==> config.mk <==
export PLATFORM = sky130hd
export DESIGN_NAME = temp_zone_source_select
export DESIGN_NICKNAME = d
export VERILOG_FILES = /design/src/rtl/temp_zone_pkg.sv /design/src/rtl/temp_zone_source_select.sv
export SDC_FILE = /design/constraint.sdc
export NUM_CORES = 1
export LEC_CHECK = 0
export ABC_AREA = 1
export BUFFER_PORTS_ARGS = -buffer_cell sky130_fd_sc_hd__buf_2
export CAP_MARGIN = 20
export CELL_PAD_IN_SITES_DETAIL_PLACEMENT = 0
export CELL_PAD_IN_SITES_GLOBAL_PLACEMENT = 2
export CORE_MARGIN = 2
export CORE_UTILIZATION = 23
export CTS_CLUSTER_SIZE = 16
export DETAILED_ROUTE_END_ITERATION = 8
export GPL_ROUTABILITY_DRIVEN = 0
export GPL_TIMING_DRIVEN = 0
export PLACE_DENSITY = 0.79
export SYNTH_ARGS = -nofsm -noshare
export SYNTH_HDL_FRONTEND = slang
export SYNTH_SLANG_ARGS = --single-unit
export TNS_END_PERCENT = 20
==> constraint.sdc <==
create_clock -name core_clk -period 1.35 [get_ports core_clk]
set_input_delay 0.2025 -clock core_clk [delete_from_list [all_inputs] [get_ports core_clk]]
set_output_delay 0.2025 -clock core_clk [all_outputs]
set_load 0.1 [all_outputs]
==> src/rtl/temp_zone_pkg.sv <==
// Constants and carrier types for the zone 3 / zone 4 source-select block.
// Assumes a byte-wide register port driven by the host's serial bus slave.
package temp_zone_pkg;

	// ************************************************************
	// Register map
	// ************************************************************
	localparam logic [7:0] ZONE3_EXT_LOW_ADDR     = 8'h20;
	localparam logic [7:0] ZONE3_EXT_HIGH_ADDR    = 8'h21;
	localparam logic [7:0] ZONE4_EXT_LOW_ADDR     = 8'h22;
	localparam logic [7:0] ZONE4_EXT_HIGH_ADDR    = 8'h23;
	localparam logic [7:0] TEMP_SOURCE_SELECT_ADDR = 8'h31;
	localparam logic [7:0] ZONE3_PRIMARY_ADDR     = 8'h52;
	localparam logic [7:0] ZONE4_PRIMARY_ADDR     = 8'h53;
	localparam logic [7:0] UNMAPPED_READ_VALUE    = 8'h00;

	// ************************************************************
	// Field layout and reset values
	// ************************************************************
	localparam int         HALF_BIT_POS     = 7;
	localparam logic [7:0] ADC_OFFSET_FLIP  = 8'h80;
	localparam logic [7:0] ZONE_RESET_HIGH  = 8'h00;
	localparam logic       ZONE_RESET_HALF  = 1'b0;
	localparam logic [2:0] FINE_FRAC_PAD    = 3'h0;

	// Source-select byte, bit 0 in the lowest position
	typedef struct packed {
		logic int_write_enable;         // bit 4
		logic remote2b_pin_enable;      // bit 3
		logic remote1b_pin_enable;      // bit 2
		logic external_from_adc_select; // bit 1
		logic internal_from_adc_select; // bit 0
	} source_select_t;

	localparam source_select_t SELECT_RESET = 5'h00;
	localparam int             SELECT_WIDTH = 5;

	// Stored zone value: signed integer byte plus the half-degree bit
	typedef struct packed {
		logic [7:0] high;
		logic       half;
	} zone_value_t;

	// Value handed to consumers: integer byte and four fractional bits
	typedef struct packed {
		logic [7:0] integer_part;
		logic [3:0] fraction;
	} zone_fine_t;

	localparam zone_value_t ZONE_RESET = {ZONE_RESET_HIGH, ZONE_RESET_HALF};

endpackage

==> src/rtl/temp_zone_source_select.sv <==
// Zone 3 (internal) and zone 4 (external digital) extended temperature values
// and the source-select control byte, behind a byte-wide register port.
// Assumes the host's serial bus slave turns transfers into one-cycle
// read and write strobes, and that ADC and diode strobes are synchronous.
//
// Notes on behaviour
// - A zone is a sign-and-64..1 high byte plus a low byte of 0.5 in bit 7 and zeros below.
// - The zone 3 high byte always reads the same as the primary internal-zone value at 52h.
// - The zone 4 high byte always reads the same as the primary external-zone value at 53h.
// - With the internal ADC select set, zone 3 loads from channel eleven, MSB inverted.
// - With the internal ADC select clear, zone 3 loads from the on-die diode reading.
// - Consumers of zone 3 see the source the internal ADC select chooses, or host writes while the internal host-write enable is set.
// - External ADC select set: zone 4 is read-only and loads channel fifteen, MSB inverted.
// - External ADC select clear: zone 4 takes host writes and the block never updates it.
// - Consumers of zone 4 follow the source chosen by the external ADC select.
// - Remote-1b enable: shared pin is a second zone 1 diode input, else analog input one.
// - Remote-2b enable: shared pin is a second zone 2 diode input, else analog input two.
// - Internal host-write enable lets the host write zone 3 and stops its automatic updates.
// - The select byte holds the five controls in bits 0 to 4 and reserved zero bits above.
// - Fine values to consumers carry weights 0.5 to 0.0625 in the four fraction bits.
`timescale 1ns/1ns
module temp_zone_source_select
	import temp_zone_pkg::*;
(
	input  wire logic           core_clk,
	input  wire logic           sys_rst,
	input  wire logic [7:0]     reg_addr,
	input  wire logic [7:0]     reg_wdata,
	input  wire logic           reg_wr,
	input  wire logic           reg_rd,
	output logic [7:0]          reg_rdata,
	output logic                reg_rvalid,
	input  wire logic [7:0]     adc_channel_eleven,
	input  wire logic [7:0]     adc_channel_fifteen,
	input  wire logic           adc_update,
	input  wire logic [7:0]     diode_temp_high,
	input  wire logic           diode_temp_half,
	input  wire logic           diode_update,
	output zone_fine_t          zone3_fine,
	output zone_fine_t          zone4_fine,
	output logic                remote1b_pin_enable,
	output logic                remote2b_pin_enable
);

	// ************************************************************
	// Helpers
	// ************************************************************
	function automatic logic [7:0] adc_to_signed(input logic [7:0] code);
		return code ^ ADC_OFFSET_FLIP;
	endfunction

	function automatic zone_fine_t to_fine(input zone_value_t v);
		return {v.high, v.half, FINE_FRAC_PAD};
	endfunction

	function automatic logic [7:0] low_byte(input zone_value_t v);
		logic [7:0] b;
		b = 8'h00;
		b[HALF_BIT_POS] = v.half;
		return b;
	endfunction

	// ************************************************************
	// Address decode
	// ************************************************************
	source_select_t select_r;
	zone_value_t    zone3_r;
	zone_value_t    zone4_r;

	logic hit_z3_low;
	logic hit_z3_high;
	logic hit_z4_low;
	logic hit_z4_high;
	logic hit_select;
	logic z3_host_ok;
	logic z4_host_ok;

	// The primary addresses alias the high bytes for writes as well as reads
	assign hit_z3_low  = reg_addr == ZONE3_EXT_LOW_ADDR;
	assign hit_z3_high = (reg_addr == ZONE3_EXT_HIGH_ADDR) || (reg_addr == ZONE3_PRIMARY_ADDR);
	assign hit_z4_low  = reg_addr == ZONE4_EXT_LOW_ADDR;
	assign hit_z4_high = (reg_addr == ZONE4_EXT_HIGH_ADDR) || (reg_addr == ZONE4_PRIMARY_ADDR);
	assign hit_select  = reg_addr == TEMP_SOURCE_SELECT_ADDR;
	assign z3_host_ok  = select_r.int_write_enable;
	assign z4_host_ok  = !select_r.external_from_adc_select;

	// ************************************************************
	// Source-select control
	// ************************************************************
	always_ff @(posedge core_clk) begin
		if (sys_rst) begin
			select_r <= SELECT_RESET;
		end else if (reg_wr && hit_select) begin
			select_r <= reg_wdata[SELECT_WIDTH-1:0];
		end
	end

	always_ff @(posedge core_clk) begin
		if (sys_rst) begin
			remote1b_pin_enable <= 1'b0;
			remote2b_pin_enable <= 1'b0;
		end else begin
			remote1b_pin_enable <= select_r.remote1b_pin_enable;
			remote2b_pin_enable <= select_r.remote2b_pin_enable;
		end
	end

	// ************************************************************
	// Zone 3 value
	// ************************************************************
	always_ff @(posedge core_clk) begin
		if (sys_rst) begin
			zone3_r <= ZONE_RESET;
		end else if (z3_host_ok) begin
			// Host mode shuts out both automatic sources, so a same-cycle ADC strobe loses
			if (reg_wr && hit_z3_high) begin
				zone3_r.high <= reg_wdata;
			end
			if (reg_wr && hit_z3_low) begin
				zone3_r.half <= reg_wdata[HALF_BIT_POS];
			end
		end else if (select_r.internal_from_adc_select) begin
			if (adc_update) begin
				zone3_r <= {adc_to_signed(adc_channel_eleven), 1'b0};
			end
		end else if (diode_update) begin
			zone3_r <= {diode_temp_high, diode_temp_half};
		end
	end

	// ************************************************************
	// Zone 4 value
	// ************************************************************
	always_ff @(posedge core_clk) begin
		if (sys_rst) begin
			zone4_r <= ZONE_RESET;
		end else if (z4_host_ok) begin
			if (reg_wr && hit_z4_high) begin
				zone4_r.high <= reg_wdata;
			end
			if (reg_wr && hit_z4_low) begin
				zone4_r.half <= reg_wdata[HALF_BIT_POS];
			end
		end else if (adc_update) begin
			zone4_r <= {adc_to_signed(adc_channel_fifteen), 1'b0};
		end
	end

	// ************************************************************
	// Consumer outputs
	// ************************************************************
	always_ff @(posedge core_clk) begin
		if (sys_rst) begin
			zone3_fine <= to_fine(ZONE_RESET);
			zone4_fine <= to_fine(ZONE_RESET);
		end else begin
			zone3_fine <= to_fine(zone3_r);
			zone4_fine <= to_fine(zone4_r);
		end
	end

	// ************************************************************
	// Register read
	// ************************************************************
	always_ff @(posedge core_clk) begin
		if (sys_rst) begin
			reg_rdata  <= UNMAPPED_READ_VALUE;
			reg_rvalid <= 1'b0;
		end else begin
			reg_rvalid <= reg_rd;
			if (reg_rd) begin
				if (hit_z3_low) begin
					reg_rdata <= low_byte(zone3_r);
				end else if (hit_z3_high) begin
					reg_rdata <= zone3_r.high;
				end else if (hit_z4_low) begin
					reg_rdata <= low_byte(zone4_r);
				end else if (hit_z4_high) begin
					reg_rdata <= zone4_r.high;
				end else if (hit_select) begin
					reg_rdata <= {{(8-SELECT_WIDTH){1'b0}}, select_r};
				end else begin
					reg_rdata <= UNMAPPED_READ_VALUE;
				end
			end
		end
	end
endmodule

# [Word-level counts from Yosys, hierarchy flattened]
# Index checks and enable logic that the tools add are counted.
[totals] word_cells=61 input_bits=47 out_inout_bits=35 ff_bits=58
[op_classes] bitwise_logic=2 n_reduce_logical=14 n_mux=15 n_eq_ne=11
[ops] cell="$mux W9" n=6
[ops] cell="$mux W8" n=6
[ops] cell="$eq A8 B6 Y1 const B" n=5
[ops] cell="$eq A8 B7 Y1 const B" n=2
[ops] cell="$reduce_and A3 Y1" n=2
[ops] cell="$logic_and A1 B1 Y1" n=5
[ops] cell="$mux W5" n=1
[ops] cell="$ne A2 B1 Y1 const B" n=2
[ops] cell="$reduce_and A2 Y1" n=2
[ops] cell="$reduce_bool A2 Y1" n=2
[ops] cell="$ne A3 B2 Y1 const B" n=1
[ops] cell="$reduce_bool A3 Y1" n=1
[ops] cell="$logic_or A1 B1 Y1" n=2
[ops] cell="$mux W1" n=2
[ops] cell="$ne A2 B2 Y1 const B" n=1
[ops] cell="$not A1 Y1" n=2

# [Depth between registers and ports, before layout]
[depth] ltp_word=6 ltp_mapped=11 ltp_nobuf=10

# [Worst setup path after synthesis]
# OpenSTA, ideal clock, no wires.
[synth_path] path_kind="register to register" startpoint="reg select_r, in the netlist z3_host_ok" endpoint="reg zone3_r[0] in the netlist's numbering" setup_ns=0.115 t_required_ns=1.235 stages_incl_launch_ff=8 arrival_ns=1.161 slack_ns=0.074 n_path_buf=2 synth_period_minus_slack_ns=1.276 path_cell_list="dfxtp_1 -> inv_1 -> nand2_1 -> or2_1 -> buf_4 -> buf_6 -> a21oi_1 -> nor2_1"
[synth_via] elab_chain_cells=2 elab_cells_between_ends=5 classes_between="2 x eq/ne; 1 x mux; 2 x reduce/logical"
[synth_lines] element="start, declared" line="temp_zone_source_select.sv:66" source="source_select_t select_r;"
[synth_lines] element="start signal, assigned" line="temp_zone_source_select.sv:94" source="select_r <= reg_wdata[SELECT_WIDTH-1:0];"
[synth_lines] element="$ne A3 B2 Y1 (no source line) (tied with other cells)"
[synth_lines] element="$reduce_and A3 Y1 (no source line)"
[synth_lines] element="end signal, assigned" line="temp_zone_source_select.sv:124" source="zone3_r <= {adc_to_signed(adc_channel_eleven), 1'b0};"
[synth_lines] element="end signal, assigned" line="temp_zone_source_select.sv:127" source="zone3_r <= {diode_temp_high, diode_temp_half};"
[synth_lines] element="end, declared" line="temp_zone_source_select.sv:67" source="zone_value_t zone3_r;"
# Parallel ways exist; a longest one is shown, timed or not.
# A chain may end at the register's enable or synchronous reset.

# [Worst setup path in the final report]
[layout_path] startpoint="reg select_r, in the netlist z3_host_ok" endpoint="reg zone3_r[3] in the netlist's numbering"
# Same word-level chain as after synthesis.

==> metrics.cfg <==
[run_status]
outcome=finished clean

[global_routing]
first_global_vias=2253
grt_pass1_wl_mm=11.6
overflow=0
track_usage=0.130
grt_max_degree=17
antenna_found_initial=0

[timing]
final.setup_skew_ns=0.00886
hold_ws_ns=0.217
rsz0062_at_grt=yes
fin_crit_ns=1.30
period_share=0.966
max_freq_mhz=767
setup_violations=0
finalHoldViolations=0
drv_slew=0

[cells_and_area]
nets=483
drive_above_1_share=0.268
fin_util=0.304
fillCellCount=1178
antenna_cells=0
fin_cells=573
stdcell_area_mm2=0.00310
syn_to_final_growth_pct=30.3
final_cell_mix=nand2_1 (75), buf_2 (75), nor2_1 (53), dfxtp_1 (50), inv_1 (39)

[power_and_ir_drop]
cellLeakagePower_nw=1.50
peakVddDrop_v=0.000420
finalPower_mw=2.97
power.density_mw_per_mm2=960

[cts]
cts_buffers=5
clkSlewWorstSetupHoldPaths_ns=0.10
cts_tree=done
clock_latency_ns=0.30
cts_buffer_depth=2
ctsHtreeMaxLevel=2
ctsRootBufferMaster=clkbuf_8
clock-sinks=52

[yosys]
synthCells=348
synth_top_family_by_area=simple AND/OR/NAND/NOR gates
synth-simple-area-share=0.319
synthXorXnorAreaFrac=0
ys_ff_latch=52
synth_fa_ha_area_frac=0
synth_cell_types=24
netlist_area_mm2=0.00238
synth_seq_area_share=0.438
synth_area_per_cell_um2=6.83
yosys_warnings=0
synth_compound_gate_area_share=0.127
muxShareOfSynthArea=0

[floorplanning]
die_h_um=106
fp.dieArea_mm2=0.0112
die_w_um=106
initial_utilization=0.233
io_pins=82
core_area_mm2=0.0102
fp-row-count=37

[detailed_routing]
viasPerCell=4.08
drc=0
route.antenna.remaining_nets=0
dr.first_iter.drc_count=89
routed_wl_mm=6.95
dr.pass1.iters=4
num_vias=2335
routedWlPerCell_um=12.1

[placement]
hpwl_mm=5.64
post-place-cells=563
place_area_mm2=0.00294
port_buffers=74

[critical_path]
reg2reg_slack_ns=0.05
critPathMaxFanout=10
end_kind=flop
timing.rr.end=zone3_r[3]
crit_arrival_ns=1.51
reg2regPathDepth=7
cp.required_ns=1.55
start_kind=flop
r2r-start=z3_host_ok
crit_path_start=z3_host_ok
critPathCapture=zone3_r[3]
critPathKind=flop to flop

[worst_hold_path]
worstHoldPathCells=5
hold_class=input port to flop

[run]
cap_viol_max_count=0

-- registers in the layout (all words and copies together), names as in the netlist --
register / cells
zone3_fine: 9
zone3_r: 9
zone4_fine: 9
zone4_r: 9
reg_rdata: 8
select_r: 4
reg_rvalid: 1
remote1b_pin_enable: 1
remote2b_pin_enable: 1
z3_host_ok: 1
-- metrics by stage --
step / setup slack, ns / TNS, ns
6_report: 0.0465 / 0
5_1_grt: -0.0535 / -0.166
4_1_cts: 0.0147 / 0
3_5_place_dp: -0.164 / -3.09
3_3_place_gp: -0.205 / -3.20
2_1_floorplan: 0.0738 / 0
-- worst min path at each step --
| stage | start | to | slack (ns) |
|---|---|---|---|
| 2_1_floorplan | reg_wdata[7] | zone4_r[0] | 0.39 |
| 3_3_place_gp | zone4_r[0] | zone4_fine[3] | 0.45 |
| 3_5_place_dp | zone3_r[2] | zone3_fine[5] | 0.44 |
| 4_1_cts | adc_channel_fifteen[1] | zone4_r[2] | 0.21 |
| 5_1_grt | reg_wdata[4] | z3_host_ok | 0.23 |
| 6_report | adc_channel_fifteen[4] | zone4_r[5] | 0.22 |
-- synth_stat cells, drive strengths merged --
master | count | area [um^2]
nand2 | 83 | 344
nor2 | 57 | 226
dfxtp | 52 | 1040
inv | 42 | 158
nand3 | 33 | 170
a21oi | 31 | 155
o21ai | 28 | 140
buf | 11 | 87.6
clkbuf | 6 | 22.5
a21boi | 1 | 7.51
clkinv | 1 | 3.75
conb | 1 | 3.75
nor3 | 1 | 10.0
or2 | 1 | 6.26
-- metal layers --
metal,vias to the layer above,GRT usage,wire length [um]
met4,0,0.0282,70
met3,5,0.0241,398
met5,-,0,0
li1,1249,-,-
met2,71,0.202,2900
met1,1010,0.186,3570
-- area by class of cell --
class / count / area [um^2] / share of cell area
well taps: 136 / 170 / 0.0550
clock inverters: 3 / 18.8 / 0.00606
repair buffers: 76 / 385 / 0.124
flip-flops and latches: 52 / 1050 / 0.338
plain buffers: 17 / 121 / 0.0392
inverters: 43 / 169 / 0.0546
multi-input cells: 241 / 1120 / 0.361
clock buffers: 5 / 68.8 / 0.0222
-- repair_timing --
action / 4_1_cts / 5_1_grt
endpoints found under the setup margin: 9 / 19
pin swaps: 0 / 3
buffers inserted: 0 / 2
resized for setup: 5 / 16
hold buffers: 0 / 0
-- cell families (layout without fill, tap and decap cells) --
group | after synthesis | after routing
simple gates | 175 | 175
compound gates | 60 | 60
buf+inv | 60 | 144
flops | 52 | 52
other cells | 1 | 6
-- report_power, final --
| group | internal [mW] | total [mW] | switching (mW) |
|---|---|---|---|
| sequential | 1.57 | 1.59 | 0.0236 |
| clock | 0.363 | 0.877 | 0.515 |
| combinational | 0.132 | 0.503 | 0.371 |
| total | 2.06 | 2.97 | 0.909 |
-- critical path, cell delays in order, from the launching register on --
cell and delay [ns]:
dfxtp_2 0.34, inv_2 0.09, nand2_4 0.08, or2_1 0.22, buf_6 0.14, buf_6 0.14
a21oi_1 0.14, nor2_1 0.06
No activity file was read; power rests on OpenSTA's default activity.
